$ cat config.mk
export PLATFORM = sky130hd
export DESIGN_NAME = plc_top
export DESIGN_NICKNAME = d
export VERILOG_FILES = /design/src/hdl/plc_pkg.sv /design/src/hdl/plc_func_if.sv /design/src/hdl/plc_func.sv /design/src/hdl/plc_top.sv
export SDC_FILE = /design/constraint.sdc
export NUM_CORES = 1
export LEC_CHECK = 0
export BUFFER_PORTS_ARGS = -buffer_cell sky130_fd_sc_hd__buf_4
export CORE_MARGIN = 8
export CORE_UTILIZATION = 35
export CTS_CLUSTER_DIAMETER = 100
export DETAILED_ROUTE_END_ITERATION = 8
export PLACE_DENSITY_LB_ADDON = 0.3
export SYNTH_ARGS = -nofsm -noshare
export SYNTH_HDL_FRONTEND = slang
export SYNTH_HIERARCHICAL = 1
export SYNTH_SLANG_ARGS = --single-unit
$ cat constraint.sdc
create_clock -name clock -period 7.7 [get_ports clock]
set_input_delay 0 -clock clock [delete_from_list [all_inputs] [get_ports clock]]
set_output_delay 0 -clock clock [all_outputs]
set_load 0.02 [all_outputs]
$ cat src/hdl/plc_pkg.sv
package plc_pkg;

  // Register byte offsets on the AXI4-Lite slave
  localparam logic [7:0] OFS_CTRL   = 8'h00;
  localparam logic [7:0] OFS_SEL    = 8'h04;
  localparam logic [7:0] OFS_GATE   = 8'h08;
  localparam logic [7:0] OFS_GPOL   = 8'h0c;
  localparam logic [7:0] OFS_SWBITS = 8'h10;
  localparam logic [7:0] OFS_STATUS = 8'h14;

  // Control register fields
  localparam int CTRL_EN_BIT   = 0;
  localparam int CTRL_MODE_LSB = 1;
  localparam int CTRL_POL_BIT  = 7;
  localparam int CTRL_OE_BIT   = 8;

  // Stride of the four select codes and the four gate enable bytes
  localparam int SEL_STRIDE  = 8;
  localparam int GATE_STRIDE = 8;

  // Status register fields
  localparam int STAT_OUT_BIT   = 0;
  localparam int STAT_LINES_LSB = 4;

  // Pool position carrying the software register bit
  localparam int SWBIT_POOL_IDX = 7;

  // Reset values
  localparam logic [31:0] CTRL_RST   = 32'h0000_0000;
  localparam logic [31:0] SEL_RST    = 32'h0000_0000;
  localparam logic [31:0] GATE_RST   = 32'h0000_0000;
  localparam logic [3:0]  GPOL_RST   = 4'h0;
  localparam logic [3:0]  SWBITS_RST = 4'h0;

  // Bus responses
  localparam logic [1:0] RESP_OKAY   = 2'b00;
  localparam logic [1:0] RESP_SLVERR = 2'b10;

  // Function options
  typedef enum logic [2:0] {
    PLC_F_ANDOR  = 3'h0,
    PLC_F_ORXOR  = 3'h1,
    PLC_F_AND4   = 3'h2,
    PLC_F_SRLAT  = 3'h3,
    PLC_F_DFF_SR = 3'h4,
    PLC_F_DFF_R  = 3'h5,
    PLC_F_JK_R   = 3'h6,
    PLC_F_DLAT   = 3'h7
  } plc_func_t;

  // Bus channel states, Gray along idle to answer
  typedef enum logic [1:0] {
    PLC_W_COLLECT = 2'b00,
    PLC_W_RESP    = 2'b01
  } plc_wr_state_t;

  typedef enum logic [1:0] {
    PLC_R_IDLE = 2'b00,
    PLC_R_DATA = 2'b01
  } plc_rd_state_t;

endpackage : plc_pkg

$ cat src/hdl/plc_func_if.sv
`timescale 1ns/1ps
interface plc_func_if;
  logic [3:0]         lines;
  plc_pkg::plc_func_t mode;
  logic               run;
  logic               result;

  modport top  (output lines, output mode, output run, input result);
  modport func (input lines, input mode, input run, output result);
endinterface : plc_func_if

$ cat src/hdl/plc_func.sv
`timescale 1ns/1ps
module plc_func (
  input wire logic   clock,
  input wire logic   reset_n,
  input wire logic   clock_en,
  plc_func_if.func   fbus
);
  logic g0, g1, g2, g3;
  logic state_reg;
  logic clk_prev_reg;
  logic rise;
  assign g0 = fbus.lines[0];
  assign g1 = fbus.lines[1];
  assign g2 = fbus.lines[2];
  assign g3 = fbus.lines[3];
  // Edge seen on line 0, the clock of the edge-clocked options
  assign rise = g0 & ~clk_prev_reg;

  // Previous level of the clock line
  always_ff @(posedge clock or negedge reset_n) begin
    if (!reset_n) begin
      clk_prev_reg <= 1'b0;
    end else if (clock_en) begin
      clk_prev_reg <= g0;
    end
  end

  // Stored bit of the latch and flip-flop options
  always_ff @(posedge clock or negedge reset_n) begin
    if (!reset_n) begin
      state_reg <= 1'b0;
    end else if (clock_en && fbus.run) begin
      case (fbus.mode)
        plc_pkg::PLC_F_SRLAT: begin
          if (g0 | g1) state_reg <= 1'b1;
          else if (g2 | g3) state_reg <= 1'b0;
        end
        plc_pkg::PLC_F_DFF_SR: begin
          if (g2) state_reg <= 1'b0;
          else if (g3) state_reg <= 1'b1;
          else if (rise) state_reg <= g1;
        end
        plc_pkg::PLC_F_DFF_R: begin
          if (g2) state_reg <= 1'b0;
          else if (rise) state_reg <= g1;
        end
        plc_pkg::PLC_F_JK_R: begin
          if (g2) state_reg <= 1'b0;
          else if (rise) state_reg <= (g1 & ~state_reg) | (~g3 & state_reg);
        end
        plc_pkg::PLC_F_DLAT: begin
          if (g2) state_reg <= 1'b0;
          else if (g3) state_reg <= 1'b1;
          else if (g0) state_reg <= g1;
        end
        default: state_reg <= state_reg;
      endcase
    end
  end

  // Single output of the chosen option; set and reset act at once, except in PLC_F_SRLAT
  always_comb begin
    case (fbus.mode)
      plc_pkg::PLC_F_ANDOR:  fbus.result = (g0 & g1) | (g2 & g3);
      plc_pkg::PLC_F_ORXOR:  fbus.result = (g0 | g1) ^ (g2 | g3);
      plc_pkg::PLC_F_AND4:   fbus.result = g0 & g1 & g2 & g3;
      plc_pkg::PLC_F_SRLAT:  fbus.result = state_reg;
      plc_pkg::PLC_F_DFF_SR: fbus.result = g2 ? 1'b0 : (g3 | state_reg);
      plc_pkg::PLC_F_DFF_R:  fbus.result = ~g2 & state_reg;
      plc_pkg::PLC_F_JK_R:   fbus.result = ~g2 & state_reg;
      plc_pkg::PLC_F_DLAT:   fbus.result =
          g2 ? 1'b0 : (g3 ? 1'b1 : (g0 ? g1 : state_reg));
      default:               fbus.result = 1'b0;
    endcase
  end
endmodule : plc_func

$ cat src/hdl/plc_top.sv
`timescale 1ns/1ps
module plc_top (
  input  wire logic        clock,
  input  wire logic        reset_n,
  input  wire logic        clock_en,
  input  wire logic [31:0] pool_in,
  input  wire logic [7:0]  s_axi_awaddr,
  input  wire logic        s_axi_awvalid,
  output logic             s_axi_awready,
  input  wire logic [31:0] s_axi_wdata,
  input  wire logic [3:0]  s_axi_wstrb,
  input  wire logic        s_axi_wvalid,
  output logic             s_axi_wready,
  output logic [1:0]       s_axi_bresp,
  output logic             s_axi_bvalid,
  input  wire logic        s_axi_bready,
  input  wire logic [7:0]  s_axi_araddr,
  input  wire logic        s_axi_arvalid,
  output logic             s_axi_arready,
  output logic [31:0]      s_axi_rdata,
  output logic [1:0]       s_axi_rresp,
  output logic             s_axi_rvalid,
  input  wire logic        s_axi_rready,
  output logic             cell_out,
  output logic             pin_out,
  output logic             pin_oe,
  output logic             out_rise,
  output logic             out_fall
);

  // Software-visible configuration
  logic [31:0] ctrl_reg;
  logic [31:0] sel_reg;
  logic [31:0] gate_reg;
  logic [3:0]  gpol_reg;
  logic [3:0]  swbits_reg;

  // Bus slave state
  plc_pkg::plc_wr_state_t wr_state_reg;
  plc_pkg::plc_rd_state_t rd_state_reg;
  logic        aw_got_reg;
  logic        w_got_reg;
  logic [7:0]  waddr_reg;
  logic [31:0] wdata_reg;
  logic [3:0]  wstrb_reg;
  logic        aw_hs;
  logic        w_hs;
  logic        ar_hs;
  logic        do_write;

  // Datapath
  logic [31:0] pool;
  logic [3:0]  picked;
  logic [3:0]  lines;
  logic        out_next;

  // Lines, mode and enable go down; the single result comes back
  plc_func_if fbus ();

  // Pick one pool bit by a five-bit code
  function automatic logic pick(input logic [31:0] src,
                                input logic [4:0]  code);
    pick = src[code];
  endfunction : pick

  // One gate: AND of enabled true/inverted inputs, then polarity
  function automatic logic gate(input logic [3:0] ins,
                                input logic [7:0] en,
                                input logic       inv);
    logic acc;
    logic any;
    acc = 1'b1;
    any = 1'b0;
    for (int k = 0; k < 4; k++) begin
      if (en[2*k])   acc = acc & ins[k];
      if (en[2*k+1]) acc = acc & ~ins[k];
      any = any | en[2*k] | en[2*k+1];
    end
    gate = (any & acc) ^ inv;
  endfunction : gate

  // Byte-lane merge of a write into a 32-bit register
  function automatic logic [31:0] merge(input logic [31:0] old,
                                        input logic [31:0] nw,
                                        input logic [3:0]  strb);
    logic [31:0] res;
    res = old;
    for (int b = 0; b < 4; b++) begin
      if (strb[b]) res[8*b +: 8] = nw[8*b +: 8];
    end
    merge = res;
  endfunction : merge

  // Unmapped offsets answer with an error rather than alias a register
  // Known register offsets
  function automatic logic mapped(input logic [7:0] a);
    mapped = (a == plc_pkg::OFS_CTRL) || (a == plc_pkg::OFS_SEL) ||
             (a == plc_pkg::OFS_GATE) || (a == plc_pkg::OFS_GPOL) ||
             (a == plc_pkg::OFS_SWBITS) || (a == plc_pkg::OFS_STATUS);
  endfunction : mapped

  // Candidate pool; the spare slot carries a software bit
  // Slot 7 is reserved in the pool, so software may drive a level there
  always_comb begin
    pool = pool_in;
    pool[plc_pkg::SWBIT_POOL_IDX] = swbits_reg[0];
  end

  // Selection then gating, purely combinational so no software latency
  // Pool glitches reach the lines; only the output flop filters them
  always_comb begin
    for (int m = 0; m < 4; m++) begin
      picked[m] = pick(pool,
                       sel_reg[plc_pkg::SEL_STRIDE*m +: 5]);
    end
    for (int g = 0; g < 4; g++) begin
      lines[g] = gate(picked,
                      gate_reg[plc_pkg::GATE_STRIDE*g +: 8],
                      gpol_reg[g]);
    end
  end

  // Hand the lines to the function stage
  assign fbus.lines = lines;
  assign fbus.mode  = plc_pkg::plc_func_t'(
      ctrl_reg[plc_pkg::CTRL_MODE_LSB +: 3]);
  assign fbus.run   = ctrl_reg[plc_pkg::CTRL_EN_BIT];

  plc_func u_func (
    .clock    (clock),
    .reset_n  (reset_n),
    .clock_en (clock_en),
    .fbus     (fbus.func)
  );

  // Polarity stage; a disabled cell holds its output low
  assign out_next = ctrl_reg[plc_pkg::CTRL_EN_BIT] &
                    (fbus.result ^ ctrl_reg[plc_pkg::CTRL_POL_BIT]);

  // Registered output, shared by peripherals and the pin
  always_ff @(posedge clock or negedge reset_n) begin
    if (!reset_n) begin
      cell_out <= 1'b0;
      pin_out  <= 1'b0;
      pin_oe   <= 1'b0;
      out_rise <= 1'b0;
      out_fall <= 1'b0;
    end else if (clock_en) begin
      cell_out <= out_next;
      pin_out  <= out_next;
      pin_oe   <= ctrl_reg[plc_pkg::CTRL_OE_BIT] &
                  ctrl_reg[plc_pkg::CTRL_EN_BIT];
      // Edges include those caused by flipping the polarity
      out_rise <= out_next & ~cell_out;
      out_fall <= ~out_next & cell_out;
    end
  end

  // Channel handshakes
  assign aw_hs    = s_axi_awvalid & s_axi_awready;
  assign w_hs     = s_axi_wvalid & s_axi_wready;
  assign ar_hs    = s_axi_arvalid & s_axi_arready;
  assign do_write = (wr_state_reg == plc_pkg::PLC_W_COLLECT) &
                    aw_got_reg & w_got_reg;

  // Write side: address and data in either order, then the response
  // Nothing is written until both halves are in, so a lone address is inert
  always_ff @(posedge clock or negedge reset_n) begin
    if (!reset_n) begin
      wr_state_reg  <= plc_pkg::PLC_W_COLLECT;
      aw_got_reg    <= 1'b0;
      w_got_reg     <= 1'b0;
      waddr_reg     <= 8'h00;
      wdata_reg     <= 32'h0000_0000;
      wstrb_reg     <= 4'h0;
      s_axi_awready <= 1'b1;
      s_axi_wready  <= 1'b1;
      s_axi_bvalid  <= 1'b0;
      s_axi_bresp   <= plc_pkg::RESP_OKAY;
    end else if (clock_en) begin
      case (wr_state_reg)
        plc_pkg::PLC_W_COLLECT: begin
          if (aw_hs) begin
            aw_got_reg    <= 1'b1;
            waddr_reg     <= s_axi_awaddr;
            s_axi_awready <= 1'b0;
          end
          if (w_hs) begin
            w_got_reg    <= 1'b1;
            wdata_reg    <= s_axi_wdata;
            wstrb_reg    <= s_axi_wstrb;
            s_axi_wready <= 1'b0;
          end
          if (do_write) begin
            aw_got_reg   <= 1'b0;
            w_got_reg    <= 1'b0;
            s_axi_bvalid <= 1'b1;
            s_axi_bresp  <= mapped(waddr_reg) ? plc_pkg::RESP_OKAY
                                              : plc_pkg::RESP_SLVERR;
            wr_state_reg <= plc_pkg::PLC_W_RESP;
          end
        end
        plc_pkg::PLC_W_RESP: begin
          if (s_axi_bready) begin
            s_axi_bvalid  <= 1'b0;
            s_axi_awready <= 1'b1;
            s_axi_wready  <= 1'b1;
            wr_state_reg  <= plc_pkg::PLC_W_COLLECT;
          end
        end
        default: wr_state_reg <= plc_pkg::PLC_W_COLLECT;
      endcase
    end
  end

  // Configuration stores; a write takes effect on the next cycle
  always_ff @(posedge clock or negedge reset_n) begin
    if (!reset_n) begin
      ctrl_reg   <= plc_pkg::CTRL_RST;
      sel_reg    <= plc_pkg::SEL_RST;
      gate_reg   <= plc_pkg::GATE_RST;
      gpol_reg   <= plc_pkg::GPOL_RST;
      swbits_reg <= plc_pkg::SWBITS_RST;
    end else if (clock_en && do_write) begin
      case (waddr_reg)
        plc_pkg::OFS_CTRL:
          ctrl_reg <= merge(ctrl_reg, wdata_reg, wstrb_reg);
        plc_pkg::OFS_SEL:
          sel_reg <= merge(sel_reg, wdata_reg, wstrb_reg);
        plc_pkg::OFS_GATE:
          gate_reg <= merge(gate_reg, wdata_reg, wstrb_reg);
        plc_pkg::OFS_GPOL:
          if (wstrb_reg[0]) gpol_reg <= wdata_reg[3:0];
        plc_pkg::OFS_SWBITS:
          if (wstrb_reg[0]) swbits_reg <= wdata_reg[3:0];
        default: ;
      endcase
    end
  end

  // Read side: one cycle from address to data
  always_ff @(posedge clock or negedge reset_n) begin
    if (!reset_n) begin
      rd_state_reg  <= plc_pkg::PLC_R_IDLE;
      s_axi_arready <= 1'b1;
      s_axi_rvalid  <= 1'b0;
      s_axi_rdata   <= 32'h0000_0000;
      s_axi_rresp   <= plc_pkg::RESP_OKAY;
    end else if (clock_en) begin
      case (rd_state_reg)
        plc_pkg::PLC_R_IDLE: begin
          if (ar_hs) begin
            s_axi_arready <= 1'b0;
            s_axi_rvalid  <= 1'b1;
            s_axi_rresp   <= mapped(s_axi_araddr) ? plc_pkg::RESP_OKAY
                                                  : plc_pkg::RESP_SLVERR;
            rd_state_reg  <= plc_pkg::PLC_R_DATA;
            case (s_axi_araddr)
              plc_pkg::OFS_CTRL:   s_axi_rdata <= ctrl_reg;
              plc_pkg::OFS_SEL:    s_axi_rdata <= sel_reg;
              plc_pkg::OFS_GATE:   s_axi_rdata <= gate_reg;
              plc_pkg::OFS_GPOL:   s_axi_rdata <= {28'h0, gpol_reg};
              plc_pkg::OFS_SWBITS: s_axi_rdata <= {28'h0, swbits_reg};
              // Snapshot at the address handshake, not at the data beat
              plc_pkg::OFS_STATUS: begin
                s_axi_rdata <= 32'h0000_0000;
                s_axi_rdata[plc_pkg::STAT_OUT_BIT] <= cell_out;
                s_axi_rdata[plc_pkg::STAT_LINES_LSB +: 4] <= lines;
              end
              default: s_axi_rdata <= 32'h0000_0000;
            endcase
          end
        end
        plc_pkg::PLC_R_DATA: begin
          if (s_axi_rready) begin
            s_axi_rvalid  <= 1'b0;
            s_axi_arready <= 1'b1;
            rd_state_reg  <= plc_pkg::PLC_R_IDLE;
          end
        end
        default: rd_state_reg <= plc_pkg::PLC_R_IDLE;
      endcase
    end
  end

endmodule : plc_top

---- After elaboration in Yosys (flattened, before gate mapping) ----
Index checks and enable logic that the tools add are counted.
word-level totals
  register bits after elaboration ......... 201
  logic and storage cells ................. 295
cells by class
  magnitude comparators ................... 4
  eq/ne operators ......................... 27
  mux-type cells .......................... 81
  bitwise logic cells ..................... 98
  reduce and logical (&&, ||, !) cells .... 50
operators with widths
  cell                                                         count
  case mux 32 bit (6 select lines)                             1
  AND reduction 3 bit                                          22
  2-to-1 mux 1 bit                                             61
  bitwise AND 1 bit                                            49
  OR 1 bit                                                     33
  == test 8 x 4 -> 1 bit (second input constant)               4
  == test 8 x 5 -> 1 bit (second input constant)               4
  less-than comparator 5 x 6 -> 1 bit (second input constant)  4
  binary-select mux 1 bit (select 5 bit)                       4
  AND reduction 4 bit                                          5
  == test 8 x 3 -> 1 bit (second input constant)               2
  logical NOT 8 bit                                            2
  == test 3 bit (second input constant)                        4
  2-to-1 mux 2 bit                                             6
  inequality test 2 bit (second input constant)                6
  logical OR 1 bit                                             10
  NOT 1 bit                                                    10
  case mux 1 bit (2 select lines)                              5
  case mux 2 bit (2 select lines)                              2
  nonzero test 2 bit                                           4
  case mux 1 bit (7 select lines)                              1
  == test 3 x 2 -> 1 bit (second input constant)               2
  inequality test 3 x 1 -> 1 bit (second input constant)       2
  XOR 1 bit                                                    6
  8 further kinds                                              11

---- Depth between registers and ports, before layout ----
  depth after elaboration ................. 27
  mapped depth ............................ 21
  gate-level depth less buffers ........... 19

---- Cells and area by module ----
The synthesis kept the hierarchy.
modules (own cells, without submodules)
  module    times used  cells each  area an instance (sq um)
  plc_top   1           829         9,646.8
  plc_func  1           36          307.8

---- Worst setup path before layout ----
Ideal clock, no wire load.
  path kind ............................... register to register
  from .................................... register sel_reg[25]
  to ...................................... register out_rise
  setup time .............................. 0.125 ns
  arrival time ............................ 3.853 ns
  slack ................................... 3.723 ns
  cell stages (with the launch flop) ...... 22
  path buffers ............................ 2
  period minus slack after synthesis ...... 3.977 ns
  cells stage by stage .................... dfrtp_1 buf_2 buf_2 mux2i_1 a21oi_1 nand3_1 nand2_1 or4_1 a21oi_4 nand3_2 xnor2_1 nor2_1 ha_1 nor2b_1 o2bb2ai_1 a41oi_1 o221ai_1 o31a_1 xor2_1 nand2_1 nor2_1 mux2_2
RTL lines
  item                                        RTL line          text
  start, declared                             plc_top.sv:33     logic [31:0] sel_reg;
  start signal, assigned                      plc_top.sv:220    sel_reg <= plc_pkg::SEL_RST;
  start signal, assigned                      plc_top.sv:229    sel_reg <= merge(sel_reg, wdata_reg, wstrb_reg);
  binary-select mux 1 bit (select 5 bit) (*)  plc_top.sv:63     pick = src[code];
  2-to-1 mux 1 bit (implied by the code) (*)  plc_top.sv:63
  bitwise AND 1 bit                           plc_top.sv:75     if (en[2*k]) acc = acc & ins[k];
  2-to-1 mux 1 bit                            plc_top.sv:75
  bitwise AND 1 bit                           plc_top.sv:76     if (en[2*k+1]) acc = acc & ~ins[k];
  2-to-1 mux 1 bit (*)                        plc_top.sv:76
  bitwise AND 1 bit (*)                       plc_top.sv:79     gate = (any & acc) ^ inv;
  XOR 1 bit (*)                               plc_top.sv:79
  via fbus.lines[3]                           plc_func_if.sv:3  logic [3:0] lines;
  2-to-1 mux 1 bit (tied with other cells)    -
  2-to-1 mux 1 bit (tied with other cells)    plc_func.sv:72    g2 ? 1'b0 : (g3 ? 1'b1 : (g0 ? g1 : state_reg));
  case mux 1 bit (7 select lines) (*)         plc_func.sv:63    case (fbus.mode)
  via fbus.result                             plc_func_if.sv:6  logic result;
  XOR 1 bit (*)                               plc_top.sv:138    (fbus.result ^ ctrl_reg[plc_pkg::CTRL_POL_BIT]);
  bitwise AND 1 bit (*)                       plc_top.sv:137    assign out_next = ctrl_reg[plc_pkg::CTRL_EN_BIT] &
  bitwise AND 1 bit (*)                       plc_top.sv:154    out_rise <= out_next & ~cell_out;
  end signal, assigned                        plc_top.sv:154
  end, declared                               plc_top.sv:27     output logic out_rise,
Mark *: on every way through the listed nets, which the timed path passes. The rest lies on a longest branch. The select of a mux whose other input is x is not followed.
A chain may end at the register's enable or synchronous reset.

---- Worst setup path after layout ----
  from .................................... register sel_reg[17]
  to ...................................... register out_rise
RTL lines
  item                                        RTL line
  binary-select mux 1 bit (select 5 bit) (*)  plc_top.sv:63
  2-to-1 mux 1 bit (implied by the code) (*)  plc_top.sv:63
  bitwise AND 1 bit                           plc_top.sv:75
  2-to-1 mux 1 bit                            plc_top.sv:75
  bitwise AND 1 bit                           plc_top.sv:76
  2-to-1 mux 1 bit (*)                        plc_top.sv:76
  bitwise AND 1 bit                           plc_top.sv:75
  2-to-1 mux 1 bit (*)                        plc_top.sv:75
  [4 not listed]                              -
  via fbus.lines[3]                           plc_func_if.sv:3
  2-to-1 mux 1 bit (tied with other cells)    -
  2-to-1 mux 1 bit (tied with other cells)    plc_func.sv:72
  case mux 1 bit (7 select lines) (*)         plc_func.sv:63
  via fbus.result                             plc_func_if.sv:6
  XOR 1 bit (*)                               plc_top.sv:138
  bitwise AND 1 bit (*)                       plc_top.sv:137
  bitwise AND 1 bit (*)                       plc_top.sv:154
Marked as above.

==> results.md <==
- Core Area: 0.0279 sq mm
- Most common cell after layout, fill and taps aside: dfrtp_1
- Total grt overflow: 0
- Vias/cell: 5.37
- Max clock buf depth: 2
- Ports: 138
- CP Launch Type: register
- Final setup margin: 2.65 ns
- DRC violation total after the first TritonRoute iteration: 462
- Root Buffer: clkbuf_16
- Rel. slew slack: 33.4%
- WL final: 28300 um
- Yosys warns: 6
- Worst reg2reg path depth: 19
- Layout Skew: 0.0167 ns
- Slew @ Worst Pin: 0.999 ns
- Final min period: 5.05 ns
- Crit path max fanout: 18
- Maximum clock frequency: 198 MHz
- First-pass GRT wire length: 44800 um
- Hold Crit Class: in2reg
- Critical path endpoint category: register
- Final Hold Viols: 0
- Cell area after synthesis: 0.00995 sq mm
- Via count of the routed design: 7678
- Outcome: finished clean
- Post-DP HPWL: 20100 um
- Die Height: 185 um
- Number of antenna diodes: 0
- Number of cell rows: 61
- Hold path start: s_axi_araddr[4]
- Worst path arrival time: 5.37 ns
- Synth Instances: 865
- Clk sink count: 195
- Yosys reg bits: 195
- Unrepaired setup endpoints after global routing: false
- PortBufs: 134
- Leakage power: 0.00563 uW
- Reg2Reg Launch Point: sel_reg[17]
- Number of global-route vias before repair: 7857
- Setup_tns: 0 ns
- Power Density: 219 mW/mm^2
- Reg2Reg Setup Slack: 2.65 ns
- Top FF cell, synth: dfrtp_1
- CP Class: reg2reg
- Largest net degree at the start of global routing: 82
- Setup violations, final: 0
- Power Total: 2740 uW
- Routed Antenna Nets: 0
- Average cell area after synthesis: 11.5 sq um
- Die area: 0.0341 sq mm
- Sequential share of the synthesized area: 49.1%
- CTS Buf Count: 17
- VDD IR-drop max: 0.167 mV
- Post-synth EDFFs: 0
- Pre-CTS setup slack: 2.71 ns
- Crit. Startpoint: sel_reg[17]
- Share of cells above drive strength 1: 31.9%
- Gpl congestion: 0.829
- Routed len/inst: 19.8 um
- Commonest cells after routing, fill and taps aside: dfrtp_1 (192), mux2_2 (144), buf_4 (139)
- Maximum capacitance violations: 0
- Reg clk slew, reported paths: 0.08 ns
- Cell variety after synth: 66
- Clock Latency Late Sink: 0.45 ns
- Critical Path RT: 8.02 ns
- Drt drc: 0
- CTS tree: done
- Initial antenna violation count: 0
- Post-cts sizing count: 0
- Max-slew violation count: 0
- 1st-pass router iterations: 4
- Nets: 1133
- End of the critical path: out_rise
- H-tree depth: 4
- FFs w/ async S/R, synth: 100%
- Area grow syn2layout: 25.8%
- Synth top area share: 48.3%
- Die W: 185 um
- Initial Util: 35.6%
- Top cells by area, synth: dfrtp_1 (48%), mux2_2 (16%), mux2i_1 (6.9%), a22oi_1 (3.5%), a22o_1 (2.5%)
- Area leader, netlist: dfrtp_1
- R2r endpoint: out_rise
- All-Layer GR Usage: 16.8%
- Crit share post-route: 65.6%
cell usage after synthesis, types with 8 or more instances:
library cell,count
dfrtp_1,192
a211oi_1,8
a21oi_1,23
mux2_2,144
a22oi_1,47
o21ai_0,43
mux2i_1,69
a22o_1,28
nand3_1,40
buf_2,8
nand2_1,63
nor2b_1,19
inv_1,16
nor2_1,31
clkbuf_1,29
final cells by class:
type	count	area, sq um
timing repair buffer	199	1650
multi-input combinational	611	4830
fill	2653	15400
tap	378	473
clock inverter	15	199
sequential	195	4880
inverter	16	60.1
clock buffer	17	425
how the worst min path moves through the flow:
stage | end | slack [ns] | cells after the start
after floorplan | aw_got_reg | -0.30 | 0
after global placement | wdata_reg[22] | 0.08 | 1
after detailed placement | wdata_reg[22] | 0.08 | 1
final | s_axi_rdata[0] | 0.13 | 4
after global routing | s_axi_rdata[22] | 0.19 | 2
after CTS | s_axi_rdata[0] | 0.11 | 4
metrics by stage:
| step | cells | instance area [sq um] | hold slack [ns] | util [%] |
|---|---|---|---|---|
| final | 1431 | 12500 | 0.128 | 44.8 |
| after CTS | 1431 | 12500 | 0.111 | 44.8 |
| after global placement | 1340 | 11300 | 0.0807 | 40.5 |
| after global routing | 1431 | 12500 | 0.190 | 44.8 |
| after floorplan | 866 | 9960 | -0.296 | - |
| after detailed placement | 1340 | 11300 | 0.0773 | 40.5 |
where the power goes:
part | switching, uW | internal (uW)
clock | 478 | 451
sequential | 185 | 1180
combinational | 194 | 247
worst max-delay path: stages, from the launching register on:
cell and delay [ns]:
dfrtp_1 0.95, mux2i_1 0.28, a22oi_1 0.09, and3_1 0.18, a31oi_1 0.41, and2_1 0.39, mux2i_1 0.35, nand3_2 0.12
xnor2_1 0.54, nor2_1 0.10, ha_1 0.30, nor2b_1 0.11, o2bb2ai_1 0.08, a41oi_1 0.17, o221ai_1 0.14, o31a_1 0.13
xor2_1 0.17, nand2_1 0.10, nor2_1 0.04, mux2_2 0.27
cells by family after synthesis:
| logic type | after synthesis | synth area share (%) |
|---|---|---|
| other cells | 1 | 0.0377 |
| fa+ha+maj | 1 | 0.126 |
| mux | 218 | 24.3 |
| xor+xnor | 5 | 0.440 |
| flops | 195 | 49.1 |
| compound gates | 180 | 12.9 |
| buf+inv | 60 | 2.63 |
| simple gates | 205 | 10.5 |
routing by layer:
layer,vias up,routed length (um),track usage [%]
met1,3895,12900,22.5
li1,3580,-,-
met3,26,1260,3.39
met4,0,437,4.48
met2,177,13700,27.3
met5,-,0,0
repair_timing:
action                                 CTS  global route
hold buffers                            59             0
buffers inserted                         0             0
endpoints found under the hold margin  134             0
Power figures use the tool's default switching activity.
